--- src/core/bswg_pkg.sv ---
// Shared constants and types for the bridge steering waveform generator
package bswg_pkg;

    // ****************************************
    // Mode field encodings
    // ****************************************
    localparam logic [2:0] MODE_ASYNC_STEER = 3'h0;
    localparam logic [2:0] MODE_SYNC_STEER = 3'h1;
    localparam logic [2:0] MODE_FB_FWD = 3'h2;
    localparam logic [2:0] MODE_FB_REV = 3'h3;
    localparam logic [1:0] MODE_FB_HI = 2'h1;   // Mode bits 2:1 of either full-bridge mode
    localparam logic [1:0] MODE_STEER_HI = 2'h0;

    // ****************************************
    // Sizes and output indices
    // ****************************************
    localparam int SRC_NUM = 16;
    localparam int SEL_W = 4;
    localparam int DB_W = 6;
    localparam int OUT_NUM = 4;
    localparam int IDX_A = 0;
    localparam int IDX_B = 1;
    localparam int IDX_C = 2;
    localparam int IDX_D = 3;

    // ****************************************
    // Shutdown level field encodings
    // ****************************************
    localparam logic [1:0] LVL_INACTIVE = 2'h0;
    localparam logic [1:0] LVL_HIGHZ = 2'h1;
    localparam logic [1:0] LVL_LOW = 2'h2;
    localparam logic [1:0] LVL_HIGH = 2'h3;

    // ****************************************
    // Reset values
    // ****************************************
    localparam logic [3:0] PINS_RST = 4'h0;
    localparam logic DIR_RST = 1'b0;
    localparam logic [5:0] CNT_RST = 6'h00;
    localparam logic [15:0] SRC_RST = 16'h0000;

    // ****************************************
    // Types
    // ****************************************
    typedef struct packed {
        logic [3:0] lvl;    // Pin level, bit 0 is output a
        logic [3:0] oe;     // High while the pin is driven
    } bswg_pins_t;

    typedef struct packed {
        logic [3:0] steer;  // Steering enables
        logic [3:0] ovr;    // Override levels
        logic [3:0] pol;    // Polarity, set inverts
    } bswg_outcfg_t;

    typedef enum logic [0:0] {
        BSWG_FB_RUN = 1'b0,
        BSWG_FB_DEAD = 1'b1
    } bswg_fb_state_t;

endpackage

--- src/core/bswg_top.sv ---
// Output-mode logic of the bridge steering waveform generator
`timescale 1ns/1ps
`default_nettype none

// Function
// - Full bridge: three outputs static, one modulated
// - Forward 010: a active, d modulated
// - Reverse 011: c active, b modulated
// - Mode bit 0 toggles direction while enabled
// - Direction change waits for next data rise
// - A/C swap, new output modulates after dead band
// - Dead band only on newly modulated output
// - Default polarity: rising data gives rising output
// - Steering routes data to any output subset
// - Steer bit clear holds override level
// - Polarity acts only on steered outputs
// - Shutdown overrides only steered outputs
// - Sync steering updates at data rising edge
// - Override bits act immediately in sync steering
// - Async steering acts at once, may truncate
// - One bit selects dead-band clock source
// - Fast oscillator keeps dead band alive asleep
// - Four-bit select picks one of sixteen sources
// - Independent polarity control per output
// - Dead band counts clock periods up to count
// - Two level fields set shutdown levels b/d, a/c
module bswg_top (
    input wire logic core_clk,                      // 200 MHz system clock
    input wire logic rst_n,                         // Synchronous reset, active low
    input wire logic enable,                        // Unit enable
    input wire logic [2:0] mode,                    // Operating mode field
    input wire logic [3:0] data_input_select,       // Data source select
    input wire logic [15:0] src_in,                 // Asynchronous data sources
    input wire logic [3:0] steer_enable_bits,       // Per-output steering enable
    input wire logic [3:0] override_level_bits,     // Per-output override level
    input wire logic [3:0] output_polarity_bits,    // Per-output polarity, set inverts
    input wire logic shutdown_in,                   // Asynchronous shutdown request, high active
    input wire logic [1:0] shutdown_level_b_d,      // Shutdown level of b and d
    input wire logic [1:0] shutdown_level_a_c,      // Shutdown level of a and c
    input wire logic [5:0] db_rise_count,           // Reverse dead-band count
    input wire logic [5:0] db_fall_count,           // Forward dead-band count
    input wire logic db_clk_select,                 // 1 selects fast oscillator ticks
    input wire logic internal_fast_oscillator,      // Fast oscillator square wave
    input wire logic sleep,                         // System clock halted for dead band
    output logic [3:0] wave_out,                    // Output levels, bit 0 is a
    output logic [3:0] wave_oe,                     // Output enables, high drives
    output logic direction                          // Applied direction, 1 is reverse
);

    // ****************************************
    // Input synchronisers
    // ****************************************
    logic [15:0] src_s1_r, src_s2_r, src_s1_nxt, src_s2_nxt;
    logic sd_s1_r, sd_s2_r, sd_s1_nxt, sd_s2_nxt;
    logic hf_s1_r, hf_s2_r, hf_s3_r, hf_s1_nxt, hf_s2_nxt, hf_s3_nxt;
    logic data_d_r, data_d_nxt;
    logic data_cur, data_rise, db_tick;

    // Two flops on every asynchronous pin; third flop for fast oscillator and selected data edge detection
    always_comb begin
        src_s1_nxt = src_in;
        src_s2_nxt = src_s1_r;
        sd_s1_nxt = shutdown_in;
        sd_s2_nxt = sd_s1_r;
        hf_s1_nxt = internal_fast_oscillator;
        hf_s2_nxt = hf_s1_r;
        hf_s3_nxt = hf_s2_r;
        data_d_nxt = data_cur;
    end

    always_ff @(posedge core_clk) begin
        if (!rst_n) begin
            src_s1_r <= bswg_pkg::SRC_RST;
            src_s2_r <= bswg_pkg::SRC_RST;
            sd_s1_r <= 1'b0;
            sd_s2_r <= 1'b0;
            hf_s1_r <= 1'b0;
            hf_s2_r <= 1'b0;
            hf_s3_r <= 1'b0;
            data_d_r <= 1'b0;
        end else begin
            src_s1_r <= src_s1_nxt;
            src_s2_r <= src_s2_nxt;
            sd_s1_r <= sd_s1_nxt;
            sd_s2_r <= sd_s2_nxt;
            hf_s1_r <= hf_s1_nxt;
            hf_s2_r <= hf_s2_nxt;
            hf_s3_r <= hf_s3_nxt;
            data_d_r <= data_d_nxt;
        end
    end

    // Source pick and edge, dead-band tick source
    always_comb begin
        data_cur = src_s2_r[data_input_select];
        data_rise = data_cur & ~data_d_r;
        // System clock is stopped in sleep, so it yields no ticks then
        db_tick = db_clk_select ? (hf_s2_r & ~hf_s3_r) : ~sleep;
    end

    // ****************************************
    // Full-bridge direction and dead band
    // ****************************************
    bswg_pkg::bswg_fb_state_t fb_st_r, fb_st_nxt;
    logic dir_r, dir_nxt;
    logic [5:0] db_cnt_r, db_cnt_nxt, db_tgt_r, db_tgt_nxt;
    logic fb_mode, rev_req;
    logic [5:0] new_tgt;

    // Reversal is only applied at a data rise; A/C follow dir_nxt with no delay
    always_comb begin
        fb_mode = enable && (mode[2:1] == bswg_pkg::MODE_FB_HI);
        rev_req = data_rise && (mode[0] != dir_r);
        new_tgt = mode[0] ? db_rise_count : db_fall_count;
        fb_st_nxt = fb_st_r;
        dir_nxt = dir_r;
        db_cnt_nxt = db_cnt_r;
        db_tgt_nxt = db_tgt_r;
        if (!fb_mode) begin
            dir_nxt = mode[0];
            fb_st_nxt = bswg_pkg::BSWG_FB_RUN;
            db_cnt_nxt = bswg_pkg::CNT_RST;
        end else if (rev_req) begin
            dir_nxt = mode[0];
            db_tgt_nxt = new_tgt;
            db_cnt_nxt = bswg_pkg::CNT_RST;
            // Zero count means no dead band at all
            fb_st_nxt = (new_tgt != bswg_pkg::CNT_RST) ? bswg_pkg::BSWG_FB_DEAD : bswg_pkg::BSWG_FB_RUN;
        end else begin
            case (fb_st_r)
                bswg_pkg::BSWG_FB_RUN: begin
                    fb_st_nxt = bswg_pkg::BSWG_FB_RUN;
                end
                bswg_pkg::BSWG_FB_DEAD: begin
                    if (db_tick) begin
                        db_cnt_nxt = db_cnt_r + 6'h01;
                        if (db_cnt_nxt == db_tgt_r) begin
                            fb_st_nxt = bswg_pkg::BSWG_FB_RUN;
                        end
                    end
                end
                default: begin
                    fb_st_nxt = bswg_pkg::BSWG_FB_RUN;
                end
            endcase
        end
    end

    always_ff @(posedge core_clk) begin
        if (!rst_n) begin
            fb_st_r <= bswg_pkg::BSWG_FB_RUN;
            dir_r <= bswg_pkg::DIR_RST;
            db_cnt_r <= bswg_pkg::CNT_RST;
            db_tgt_r <= bswg_pkg::CNT_RST;
        end else begin
            fb_st_r <= fb_st_nxt;
            dir_r <= dir_nxt;
            db_cnt_r <= db_cnt_nxt;
            db_tgt_r <= db_tgt_nxt;
        end
    end

    // ****************************************
    // Steering selection
    // ****************************************
    logic [3:0] steer_eff_r, steer_eff_nxt;

    // Sync mode latches steering only at a data rise, so no pulse is clipped
    always_comb begin
        steer_eff_nxt = steer_eff_r;
        if (!enable || mode == bswg_pkg::MODE_ASYNC_STEER) begin
            steer_eff_nxt = steer_enable_bits;
        end else if (data_rise) begin
            steer_eff_nxt = steer_enable_bits;
        end
    end

    always_ff @(posedge core_clk) begin
        if (!rst_n) begin
            steer_eff_r <= bswg_pkg::PINS_RST;
        end else begin
            steer_eff_r <= steer_eff_nxt;
        end
    end

    // ****************************************
    // Output stage
    // ****************************************
    // Shutdown level decode; returns {oe, level}
    function automatic logic [1:0] bswg_sd_lvl(input logic [1:0] code, input logic inact);
        case (code)
            bswg_pkg::LVL_INACTIVE: bswg_sd_lvl = {1'b1, inact};
            bswg_pkg::LVL_HIGHZ: bswg_sd_lvl = 2'h0;
            bswg_pkg::LVL_LOW: bswg_sd_lvl = 2'h2;
            default: bswg_sd_lvl = 2'h3;
        endcase
    endfunction

    bswg_pkg::bswg_pins_t pins_r, pins_nxt;
    bswg_pkg::bswg_outcfg_t cfg;
    logic [3:0] fb_pre;
    logic fb_mod;
    logic [1:0] sd_code;
    logic [1:0] sd_val;

    always_comb begin
        cfg = {steer_enable_bits, override_level_bits, output_polarity_bits};
        pins_nxt = '0;
        sd_code = 2'h0;
        sd_val = 2'h0;
        // New side stays inactive until the dead band is over
        fb_mod = data_cur && (fb_st_nxt == bswg_pkg::BSWG_FB_RUN);
        fb_pre[bswg_pkg::IDX_A] = ~dir_nxt;
        fb_pre[bswg_pkg::IDX_B] = dir_nxt & fb_mod;
        fb_pre[bswg_pkg::IDX_C] = dir_nxt;
        fb_pre[bswg_pkg::IDX_D] = ~dir_nxt & fb_mod;
        for (int i = 0; i < bswg_pkg::OUT_NUM; i++) begin
            sd_code = (i == bswg_pkg::IDX_A || i == bswg_pkg::IDX_C) ? shutdown_level_a_c : shutdown_level_b_d;
            sd_val = bswg_sd_lvl(sd_code, cfg.pol[i]);
            if (fb_mode) begin
                pins_nxt.oe[i] = sd_s2_r ? sd_val[1] : 1'b1;
                pins_nxt.lvl[i] = sd_s2_r ? sd_val[0] : (fb_pre[i] ^ cfg.pol[i]);
            end else if (enable && mode[2:1] == bswg_pkg::MODE_STEER_HI) begin
                if (steer_eff_nxt[i]) begin
                    pins_nxt.oe[i] = sd_s2_r ? sd_val[1] : 1'b1;
                    pins_nxt.lvl[i] = sd_s2_r ? sd_val[0] : (data_cur ^ cfg.pol[i]);
                end else begin
                    pins_nxt.oe[i] = 1'b1;
                    pins_nxt.lvl[i] = cfg.ovr[i];
                end
            end
        end
    end

    // Outputs come straight from these flops
    always_ff @(posedge core_clk) begin
        if (!rst_n) begin
            pins_r <= '0;
        end else begin
            pins_r <= pins_nxt;
        end
    end

    assign wave_out = pins_r.lvl;
    assign wave_oe = pins_r.oe;
    assign direction = dir_r;
endmodule

`default_nettype wire

--- config.mk ---
export PLATFORM = sky130hd
export DESIGN_NAME = bswg_top
export DESIGN_NICKNAME = d
export VERILOG_FILES = /design/src/core/bswg_pkg.sv /design/src/core/bswg_top.sv
export SDC_FILE = /design/constraint.sdc
export NUM_CORES = 1
export LEC_CHECK = 0
export BUFFER_PORTS_ARGS = -buffer_cell sky130_fd_sc_hd__buf_2
export CAP_MARGIN = 20
export CORE_UTILIZATION = 40
export DETAILED_ROUTE_END_ITERATION = 8
export SLEW_MARGIN = 20
export SYNTH_ARGS = -nofsm -noshare
export SYNTH_HDL_FRONTEND = slang
export SYNTH_SLANG_ARGS = --single-unit
--- constraint.sdc ---
create_clock -name core_clk -period 2.6 [get_ports core_clk]
set_input_delay 0.39 -clock core_clk [delete_from_list [all_inputs] [get_ports core_clk]]
set_output_delay 0.39 -clock core_clk [all_outputs]
set_load 0.005 [all_outputs]
==> flow_summary.json, run 1 <==
{
  "status": "completed",
  "cts_tree": "yes",
  "rows": 30,
  "wl_per_cell_um": 12.4,
  "setup_viol": 0,
  "yosys_warnings": 0,
  "criticalPathCategory": "register to register",
  "tightest_slew_ns": 0.627,
  "dieHeight_um": 87.0,
  "synth.avg_cell_area_um2": 9.66,
  "worstPathArrival_ns": 2.47,
  "start_util_pct": 42.0,
  "grt_pass1_vias": 2194,
  "cts_resized": 0,
  "syn_inst": 299,
  "synth-edff-count": 0,
  "antenna_found_initial": 0,
  "synth_area_mm2": 0.00289,
  "min_period_over_period_pct": 86.2,
  "power_w": 0.00206,
  "final_common_cell": "buf_2",
  "root_buffer": "clkbuf_8",
  "drv_cap": 0,
  "report.final.slew_viol_count": 0,
  "grt_max_degree": 29,
  "r2r_start": "src_s2_r[12]",
  "setup_slack_ns": 0.359,
  "dp_hpwl_mm": 4.34,
  "cts_htree_levels": 3,
  "leakagePower_nw": 1.60,
  "fin_skew_ns": 0.00967,
  "r2r_setup_slack_ns": 0.36,
  "crit_path_start_kind": "register",
  "fp.coreArea_mm2": 0.00687,
  "reg2reg_to": "wave_out[1]",
  "diodes": 0,
  "vias_per_cell": 4.76,
  "ir_worst_vdd_mv": 0.331,
  "synth_nets": 362,
  "final_cells": 468,
  "clock-sinks": 64,
  "grtUsageTotal_pct": 17.5,
  "synth.yosys.seq_area_share_pct": 44.4,
  "synth_cell_types": 47,
  "gp_congestion": 0.784,
  "layout.nets": 430,
  "place_ws_ns": 0.0344,
  "ys_ff_latch": 64,
  "critPathMaxFanout": 4,
  "drc_errors": 0,
  "clk_latency_ns": 0.34,
  "max_freq_mhz": 446,
  "yosys.area.top_type": "dfxtp_1",
  "timing.hold.ws_ns": 0.256,
  "p_per_area_mw_per_mm2": 590,
  "layout_common_cells": "66 x buf_2, 64 x dfxtp_1, 43 x and2_1",
  "worstRegToRegCells": 7,
  "routed_wl_mm": 5.80,
  "synth-main-ff-cell": "dfxtp_1",
  "hold_path_class": "primary input to register",
  "dieArea_mm2": 0.00756,
  "layout-drive-gt1-share_pct": 26.9,
  "tns_ns": 0,
  "async_reset_ff_share_pct": 0,
  "cts.clk_slew.worst_paths_ns": 0.07,
  "postCtsHoldBufs": 0,
  "maxSlewHeadroom_pct": 57.9,
  "max-clock-path-buffers": 2,
  "cts_made_buffers": 9,
  "min_path_cells": 2,
  "hold_viol": 0,
  "critical_path.endpoint_type": "register",
  "rsz0062_at_grt": "false",
  "drt-initial-drc-count": 63,
  "post_cts_buffers": 0,
  "critPathRequiredTime_ns": 2.82,
  "ios": 67,
  "areaGrowthSynthToFinish_pct": 21.1,
  "synth.top_cell.area_share_pct": 44.4,
  "period_needed_ns": 2.24,
  "grt_pass1_wl_mm": 10.1,
  "postRouteAntennaNets": 0,
  "hold_end": "src_s1_r[8]",
  "synth_area_leaders": "dfxtp_1 44%, and2_1 9.3%, mux2i_1 5.9%, mux2_2 3.5%, nand2_1 3.5%",
  "numPortBuffers": 66,
  "gr-total-overflow": 0,
  "die_w_um": 87.0,
  "placed_cells": 452,
  "min_from": "src_in[8]",
  "via_count": 2229,
  "first_pass_iters": 4
}
## critical path, stage by stage (launching register included)
cell,delay [ns]
dfxtp_1,0.31
mux4_1,0.48
mux2_2,0.30
a32o_2,0.29
nor2_8,0.17
mux2i_1,0.29
mux2i_1,0.20
o21ai_0,0.08
## metal layers
| layer | GRT usage, % | wire length (um) | up-vias | part of all wire, % |
|---|---|---|---|---|
| met5 | 0 | 0 | - | 0 |
| met4 | 6.82 | 99 | 0 | 1.7 |
| met3 | 4.55 | 289 | 11 | 5.0 |
| met2 | 28.9 | 2570 | 59 | 44 |
| met1 | 21.8 | 2840 | 995 | 49 |
| li1 | - | - | 1164 | - |
## cells by family (layout without fill, tap and decap cells)
kind of cell / after synthesis / count (layout) / synth area share [%]
flip-flops: 64 / 64 / 44.4
buffers and inverters: 18 / 91 / 2.38
multiplexers: 28 / 28 / 11.2
XOR/XNOR: 19 / 19 / 5.76
AO/OA/AOI/OAI: 30 / 30 / 7.80
adder cells (fa/ha/maj): 5 / 5 / 2.17
AND/OR/NAND/NOR: 135 / 135 / 26.3
## power by group
group | switching [W] | leakage [nW] | total, W | internal (W)
sequential | 0.0000148 | 0.526 | 0.00104 | 0.00102
combinational | 0.000122 | 0.983 | 0.000246 | 0.000124
clock | 0.000382 | 0.0886 | 0.000780 | 0.000398
## through the flow
stage | utilization (%) | instance area [um2]
floorplan | - | 2890
global placement | 48.3 | 3310
detailed placement | 48.3 | 3310
CTS | 50.9 | 3500
global route | 50.9 | 3500
finish | 50.9 | 3500
## cell usage after synthesis (5+ instances only)
cell type	count
xor2_1	11
ha_1	5
dfxtp_1	64
nor2_1	15
xnor2_1	8
nand3_1	11
clkbuf_1	11
inv_1	6
nand2_1	27
mux2i_1	17
mux2_2	9
nor2b_1	10
and2_1	43
## area by class of cell
class,count,area [um2]
Tap cell,96,120
Clock buffer,12,155
Inverter,6,22.5
Clock inverter,4,28.8
Multi-Input combinational cell,217,1540
Timing Repair Buffer,69,353
Sequential cell,64,1280
Fill cell,687,3370
## state kept, by name, indices dropped and copies added (netlist names)
| register | cells |
|---|---|
| hf_s2_r | 1 |
| hf_s3_r | 1 |
| src_s2_r | 16 |
| wave_out | 4 |
| wave_oe | 4 |
| steer_eff_r | 4 |
| db_tgt_r | 6 |
| direction | 1 |
| db_cnt_r | 6 |
| hf_s1_r | 1 |
| data_d_r | 1 |
| fb_st_r | 1 |
| sd_s1_r | 1 |
| sd_s2_r | 1 |
| src_s1_r | 16 |
## worst max-delay path by stage
| stage | start | end | cells after the start |
|---|---|---|---|
| 2_1_floorplan | data_input_select[1] | wave_out[1] | 7 |
| 3_3_place_gp | data_input_select[1] | wave_out[1] | 8 |
| 3_5_place_dp | data_input_select[1] | wave_out[1] | 8 |
| 4_1_cts | src_s2_r[12] | wave_out[1] | 7 |
| 5_1_grt | src_s2_r[12] | wave_out[1] | 7 |
| 6_report | src_s2_r[12] | wave_out[1] | 7 |
No activity file was read; power rests on OpenSTA's default activity.
==> run 2, diff against run 1 <==
--- a/config.mk
+++ b/config.mk
@@ -5,9 +5,12 @@
 export SDC_FILE = /design/constraint.sdc
 export NUM_CORES = 1
 export LEC_CHECK = 0
+export ABC_AREA = 1
+export ABC_CLOCK_PERIOD_IN_PS = 2600
 export BUFFER_PORTS_ARGS = -buffer_cell sky130_fd_sc_hd__buf_2
 export CAP_MARGIN = 20
 export CORE_UTILIZATION = 40
+export CTS_BUF_LIST = sky130_fd_sc_hd__clkbuf_4 sky130_fd_sc_hd__clkbuf_8 sky130_fd_sc_hd__clkbuf_16
 export DETAILED_ROUTE_END_ITERATION = 8
 export SLEW_MARGIN = 20
 export SYNTH_ARGS = -nofsm -noshare
==> run 2 against run 1 <==
Net effect:
- global-route usage rose by 0.47 points
- non-clock buffer count fell by 2
- sequential share of layout area fell by 1.2 points
- synthesized area rose by 5.5%
- critical path depth rose by 8
- core utilization fell by 1.3 points
- first-iteration DRC count rose by 40%
- routed wire length rose by 9.7%
- combinational power rose by 7%
- fmax rose by 7.9%
- highest routed layer unchanged
==> flow_summary.json, run 2 <==
{
  "cts_htree_levels": 3,
  "cts_resized": 0,
  "layout_common_cells": "137 x nand2_1, 94 x inv_1, 66 x buf_2",
  "r2r_setup_slack_ns": 0.52,
  "criticalPathCategory": "register to register",
  "tns_ns": 0,
  "rows": 31,
  "yosys.area.top_type": "dfxtp_1",
  "ios": 67,
  "report.final.slew_viol_count": 0,
  "postRouteAntennaNets": 0,
  "synth.avg_cell_area_um2": 6.91,
  "cts.clk_slew.worst_paths_ns": 0.07,
  "max_freq_mhz": 481,
  "postCtsHoldBufs": 0,
  "first_pass_iters": 4,
  "status": "completed",
  "areaGrowthSynthToFinish_pct": 18.7,
  "top_regs": "src_s1_r x16, src_s2_r x16",
  "hold_path_class": "primary input to register",
  "place_ws_ns": 0.524,
  "fp.coreArea_mm2": 0.00729,
  "grt_pass1_wl_mm": 10.8,
  "tightest_slew_ns": 0.491,
  "layout.nets": 571,
  "setup_slack_ns": 0.522,
  "synth-edff-count": 0,
  "synth_cell_types": 35,
  "async_reset_ff_share_pct": 0,
  "power_w": 0.00206,
  "drc_errors": 0,
  "drt-initial-drc-count": 88,
  "dieArea_mm2": 0.00797,
  "worstPathArrival_ns": 2.31,
  "reg2reg_to": "wave_out[1]",
  "post_cts_buffers": 0,
  "gr-total-overflow": 0,
  "grt_pass1_vias": 2459,
  "max-clock-path-buffers": 2,
  "dp_hpwl_mm": 4.83,
  "synth_area_mm2": 0.00305,
  "start_util_pct": 41.8,
  "drv_cap": 0,
  "critPathRequiredTime_ns": 2.83,
  "antenna_found_initial": 0,
  "min_path_cells": 3,
  "dieHeight_um": 89.3,
  "fin_skew_ns": 0.0126,
  "maxSlewHeadroom_pct": 67.2,
  "grtUsageTotal_pct": 18.0,
  "layout-drive-gt1-share_pct": 21.6,
  "hold_viol": 0,
  "timing.hold.ws_ns": 0.239,
  "min_period_over_period_pct": 79.9,
  "p_per_area_mw_per_mm2": 569,
  "syn_inst": 441,
  "clk_latency_ns": 0.33,
  "cts_tree": "yes",
  "numPortBuffers": 66,
  "final_area_mm2": 0.00362,
  "dpl-instance-area_mm2": 0.00344,
  "synthTopCellsByCount": "137 x nand2_1, 94 x inv_1, 64 x dfxtp_1",
  "nFillCells": 787,
  "synth_nets": 504,
  "gp_congestion": 0.862,
  "synth.yosys.seq_area_share_pct": 42.0,
  "setup_viol": 0,
  "vias_per_cell": 4.39,
  "wl_per_cell_um": 10.4,
  "critical_path.endpoint_type": "register",
  "cts_made_buffers": 9,
  "root_buffer": "clkbuf_8",
  "die_w_um": 89.3,
  "synth.top_cell.area_share_pct": 42.0,
  "synth_area_leaders": "dfxtp_1 42%, nand2_1 17%, inv_1 12%, nand3_1 4.1%, nor2_1 2.7%",
  "routed_wl_mm": 6.36,
  "final_common_cell": "nand2_1",
  "period_needed_ns": 2.08,
  "rsz0062_at_grt": "false",
  "synth.most_common_cell": "nand2_1",
  "grt_max_degree": 39,
  "clock-sinks": 64,
  "critPathMaxFanout": 9,
  "ys_ff_latch": 64,
  "synth-main-ff-cell": "dfxtp_1",
  "yosys_warnings": 0,
  "worstRegToRegCells": 15,
  "crit_path_start_kind": "register",
  "via_count": 2689,
  "hold_end": "src_s1_r[5]",
  "diodes": 0,
  "min_from": "src_in[5]",
  "leakagePower_nw": 2.04,
  "r2r_start": "db_cnt_r[0]",
  "ir_worst_vdd_mv": 0.342
}
[run 2: area by class of cell]
class / count / area [um2] / area share (%)
clock buffers: 13 / 160 / 4.43
clock inverters: 3 / 17.5 / 0.484
inverters: 101 / 389 / 10.8
multi-input cells: 265 / 1310 / 36.1
flip-flops and latches: 64 / 1280 / 35.4
well taps: 99 / 124 / 3.42
repair buffers: 67 / 338 / 9.34
[run 2: worst max-delay path, stage by stage, from the launching register on]
cell	delay (ns)
dfxtp_1	0.50
ha_1	0.32
a21oi_1	0.16
nand2_1	0.06
nor2_1	0.08
nand2_1	0.05
nor2_1	0.14
nand3_1	0.09
nand2_1	0.07
nand2_1	0.06
nand3_2	0.11
nand4_1	0.09
nand3_1	0.09
nand2_1	0.05
nand2_1	0.06
nand2_1	0.05
[run 2: kinds of logic after synthesis]
| logic type | share of synthesized area [%] |
|---|---|
| AO/OA/AOI/OAI | 8.91 |
| XOR/XNOR | 0.287 |
| adder cells (fa/ha/maj) | 2.05 |
| buffers and inverters | 15.1 |
| flip-flops | 42.0 |
| multiplexers | 0.328 |
| AND/OR/NAND/NOR | 31.3 |
[run 2: per-stage QoR]
stage          util [%]  std cells
6_report           49.6        612
5_1_grt            49.6        612
4_1_cts            49.6        612
3_5_place_dp       47.2        596
3_3_place_gp       47.2        596
2_1_floorplan         -        441
[run 2: worst max path at each step]
stage,startpoint,to,slack (ns),cells after the start
finish,db_cnt_r[0],wave_out[1],0.52,15
global route,db_cnt_r[0],wave_out[1],0.27,15
CTS,db_cnt_r[0],wave_out[1],0.53,15
detailed placement,data_input_select[0],db_tgt_r[1],0.52,10
global placement,data_input_select[0],db_tgt_r[5],0.55,10
floorplan,db_cnt_r[1],wave_out[1],0.94,15
[run 2: report_power, final]
part           total [W]  switching [W]  internal, W
logic           0.000264       0.000160     0.000104
clock network   0.000756       0.000354     0.000401
registers        0.00104      0.0000147      0.00102
total            0.00206       0.000529      0.00153
[run 2: routing by layer]
metal  global-route usage, %  share of wire [%]  up-vias
met1                    22.7                 49     1159
met2                    29.4                 46       61
li1                        -                  -     1465
met3                    5.08                4.1        4
met5                       0                  0        -
met4                    6.49                1.2        0
==> run 3, diff against run 2 <==
--- a/config.mk
+++ b/config.mk
@@ -5,8 +5,8 @@
 export SDC_FILE = /design/constraint.sdc
 export NUM_CORES = 1
 export LEC_CHECK = 0
-export ABC_AREA = 1
-export ABC_CLOCK_PERIOD_IN_PS = 2600
+export ABC_AREA = 0
+export ABC_CLOCK_PERIOD_IN_PS = 1930
 export BUFFER_PORTS_ARGS = -buffer_cell sky130_fd_sc_hd__buf_2
 export CAP_MARGIN = 20
 export CORE_UTILIZATION = 40
==> constraint.sdc (replaced) <==
create_clock -name core_clk -period 1.93 [get_ports core_clk]
set_input_delay 0.2895 -clock core_clk [delete_from_list [all_inputs] [get_ports core_clk]]
set_output_delay 0.2895 -clock core_clk [all_outputs]
set_load 0.005 [all_outputs]
==> run 3 against run 2 <==
Net effect:
- the run now ends with setup timing left
- core utilization up 5.1 points
- register-to-register slack worse by 0.74 ns
- die area down 5.1%
- power up 44%
- first-iteration DRC count down 38%
- sequential power up 35%
- global-route usage down 0.77 points
- cell area up 4.0%
- fmax down 3.4%
- clock power up 53%
- via count down 14%
- worst setup slack worse by 0.74 ns
- largest power group unchanged
==> flow_summary.json, run 3 (synthesized netlist as in run 1, its figures left out) <==
{
  "root_buffer": "clkbuf_8",
  "rows": 30,
  "fp.coreArea_mm2": 0.00687,
  "ir_worst_vdd_mv": 0.459,
  "max_freq_mhz": 465,
  "critical_path.endpoint_type": "register",
  "vias_per_cell": 4.73,
  "critPathRequiredTime_ns": 2.16,
  "tightest_slew_ns": 0.523,
  "cp_cell_sequence": "mux4_2, mux2_4, a32o_2, nor2_8, mux2i_4, mux2i_1, o21ai_1",
  "power.share.sequential_pct": 47.2,
  "drt-initial-drc-count": 55,
  "dp_hpwl_mm": 4.53,
  "nFillCells": 649,
  "cp-endpoint": "wave_out[1]",
  "dieArea_mm2": 0.00756,
  "grt_pass1_vias": 2281,
  "post-route-util_pct": 54.8,
  "setup_viol": 13,
  "r2r_start": "src_s2_r[14]",
  "slowest_delay_ns": 0.45,
  "cts_tree": "yes",
  "switchingPower_w": 0.000737,
  "max-clock-path-buffers": 2,
  "timing.hold.ws_ns": 0.154,
  "gp_congestion": 0.764,
  "start_util_pct": 42.0,
  "worstRegToRegCells": 7,
  "rsz0062_at_grt": "true",
  "clock-sinks": 64,
  "antenna_found_initial": 0,
  "r2r_setup_slack_ns": -0.22,
  "diodes": 0,
  "reg2reg_to": "wave_out[1]",
  "drv_cap": 0,
  "p_int_w": 0.00222,
  "hold_viol": 0,
  "grtUsageTotal_pct": 17.2,
  "criticalPathCategory": "register to register",
  "crit_path_start_kind": "register",
  "setup_slack_ns": -0.221,
  "grt_pass1_wl_mm": 9.89,
  "first_pass_iters": 4,
  "p_per_area_mw_per_mm2": 787,
  "numPortBuffers": 66,
  "report.final.slew_viol_count": 0,
  "combPwrFrac_pct": 13.5,
  "violations": "setup timing",
  "final_common_cell": "buf_2",
  "layout_common_cells": "66 x buf_2, 64 x dfxtp_1, 43 x and2_1",
  "hold_path_class": "primary input to register",
  "die_w_um": 87.0,
  "cpMaxStageDelayCell": "mux4_2",
  "dieHeight_um": 87.0,
  "critPathMaxFanout": 4,
  "ios": 67,
  "top_regs": "src_s1_r x16, src_s2_r x16",
  "worstPathArrival_ns": 2.38,
  "status": "complete, but fails checks",
  "via_count": 2316,
  "fin_skew_ns": 0.0105,
  "wl_per_cell_um": 12.3,
  "routed_wl_mm": 6.03,
  "maxSlewHeadroom_pct": 65.1,
  "cts_htree_levels": 3,
  "areaGrowthSynthToFinish_pct": 30.2,
  "cts.clk_slew.worst_paths_ns": 0.07,
  "clockPowerShare_pct": 39.3,
  "power.share.switching_pct": 24.9,
  "period_needed_ns": 2.15,
  "grt_max_degree": 28,
  "clk_latency_ns": 0.34,
  "postRouteAntennaNets": 0,
  "startpoint": "src_s2_r[14]",
  "min_period_over_period_pct": 111,
  "leakagePower_nw": 1.71,
  "drc_errors": 0,
  "cts_made_buffers": 9,
  "layout.nets": 452,
  "layout-drive-gt1-share_pct": 34.5,
  "gr-total-overflow": 0
}
## run 3: how the worst min path moves through the flow
stage	startpoint	end	slack, ns	cells after the start
4_1_cts	internal_fast_oscillator	hf_s1_r	0.14	2
3_5_place_dp	src_s1_r[13]	src_s2_r[13]	0.42	1
3_3_place_gp	hf_s1_r	hf_s2_r	0.41	1
5_1_grt	internal_fast_oscillator	hf_s1_r	0.14	2
6_report	internal_fast_oscillator	hf_s1_r	0.15	2
2_1_floorplan	hf_s1_r	hf_s2_r	0.41	1
## run 3: layout make-up
type                       instances  area, um2  area share (%)
clock buffer                      10        138            3.66
clock inverter                     6       67.6            1.80
inverter                           6       22.5           0.599
multi-input combinational        217       1610            42.8
sequential                        64       1280            34.1
tap                               96        120            3.19
timing repair buffer              91        522            13.9
## run 3: per-layer routing
layer / part of all wire (%) / wire length, um / vias to the layer above / track usage [%]
li1: - / - / 1203 / -
met1: 47 / 2810 / 1037 / 20.5
met2: 47 / 2810 / 67 / 29.3
met3: 5.2 / 316 / 9 / 3.98
met4: 1.5 / 91 / 0 / 8.03
met5: 0 / 0 / - / 0
## run 3: power by group through the flow
stage	Combinational [W]	Clock, W	Sequential (W)
2_1_floorplan	0.000215	0	0.00142
3_3_place_gp	0.000357	0	0.00143
3_5_place_dp	0.000363	0	0.00143
4_1_cts	0.000376	0.00120	0.00140
5_1_grt	0.000442	0.00126	0.00140
6_report	0.000400	0.00116	0.00140
## run 3: per-stage QoR
| stage | instances | power [W] | TNS, ns | area (um2) | setup slack (ns) |
|---|---|---|---|---|---|
| after CTS | 487 | 0.00297 | -1.84 | 3690 | -0.221 |
| final | 490 | 0.00296 | -2.15 | 3760 | -0.221 |
| after global routing | 490 | 0.00311 | -3.86 | 3760 | -0.330 |
| after floorplan | 299 | 0.00164 | -0.588 | 2890 | -0.139 |
| after global placement | 471 | 0.00178 | -5.50 | 3460 | -0.352 |
| after detailed placement | 471 | 0.00179 | -6.45 | 3460 | -0.400 |
## run 3: repair_timing
| item | 4_1_cts | 5_1_grt |
|---|---|---|
| resized for setup | 4 | 13 |
| hold buffers | 0 | 0 |
| pin swaps | 1 | 7 |
| endpoints found under the setup margin | 24 | 25 |
| setup buffers | 1 | 3 |
## run 3: worst max-delay path: cells and delay by family (launching register included)
kind	cells	cell delay [ns]
DFF	1	0.30
AOI/OAI and AO/OA	2	0.36
and+or+nand+nor	1	0.15
muxes	4	1.23
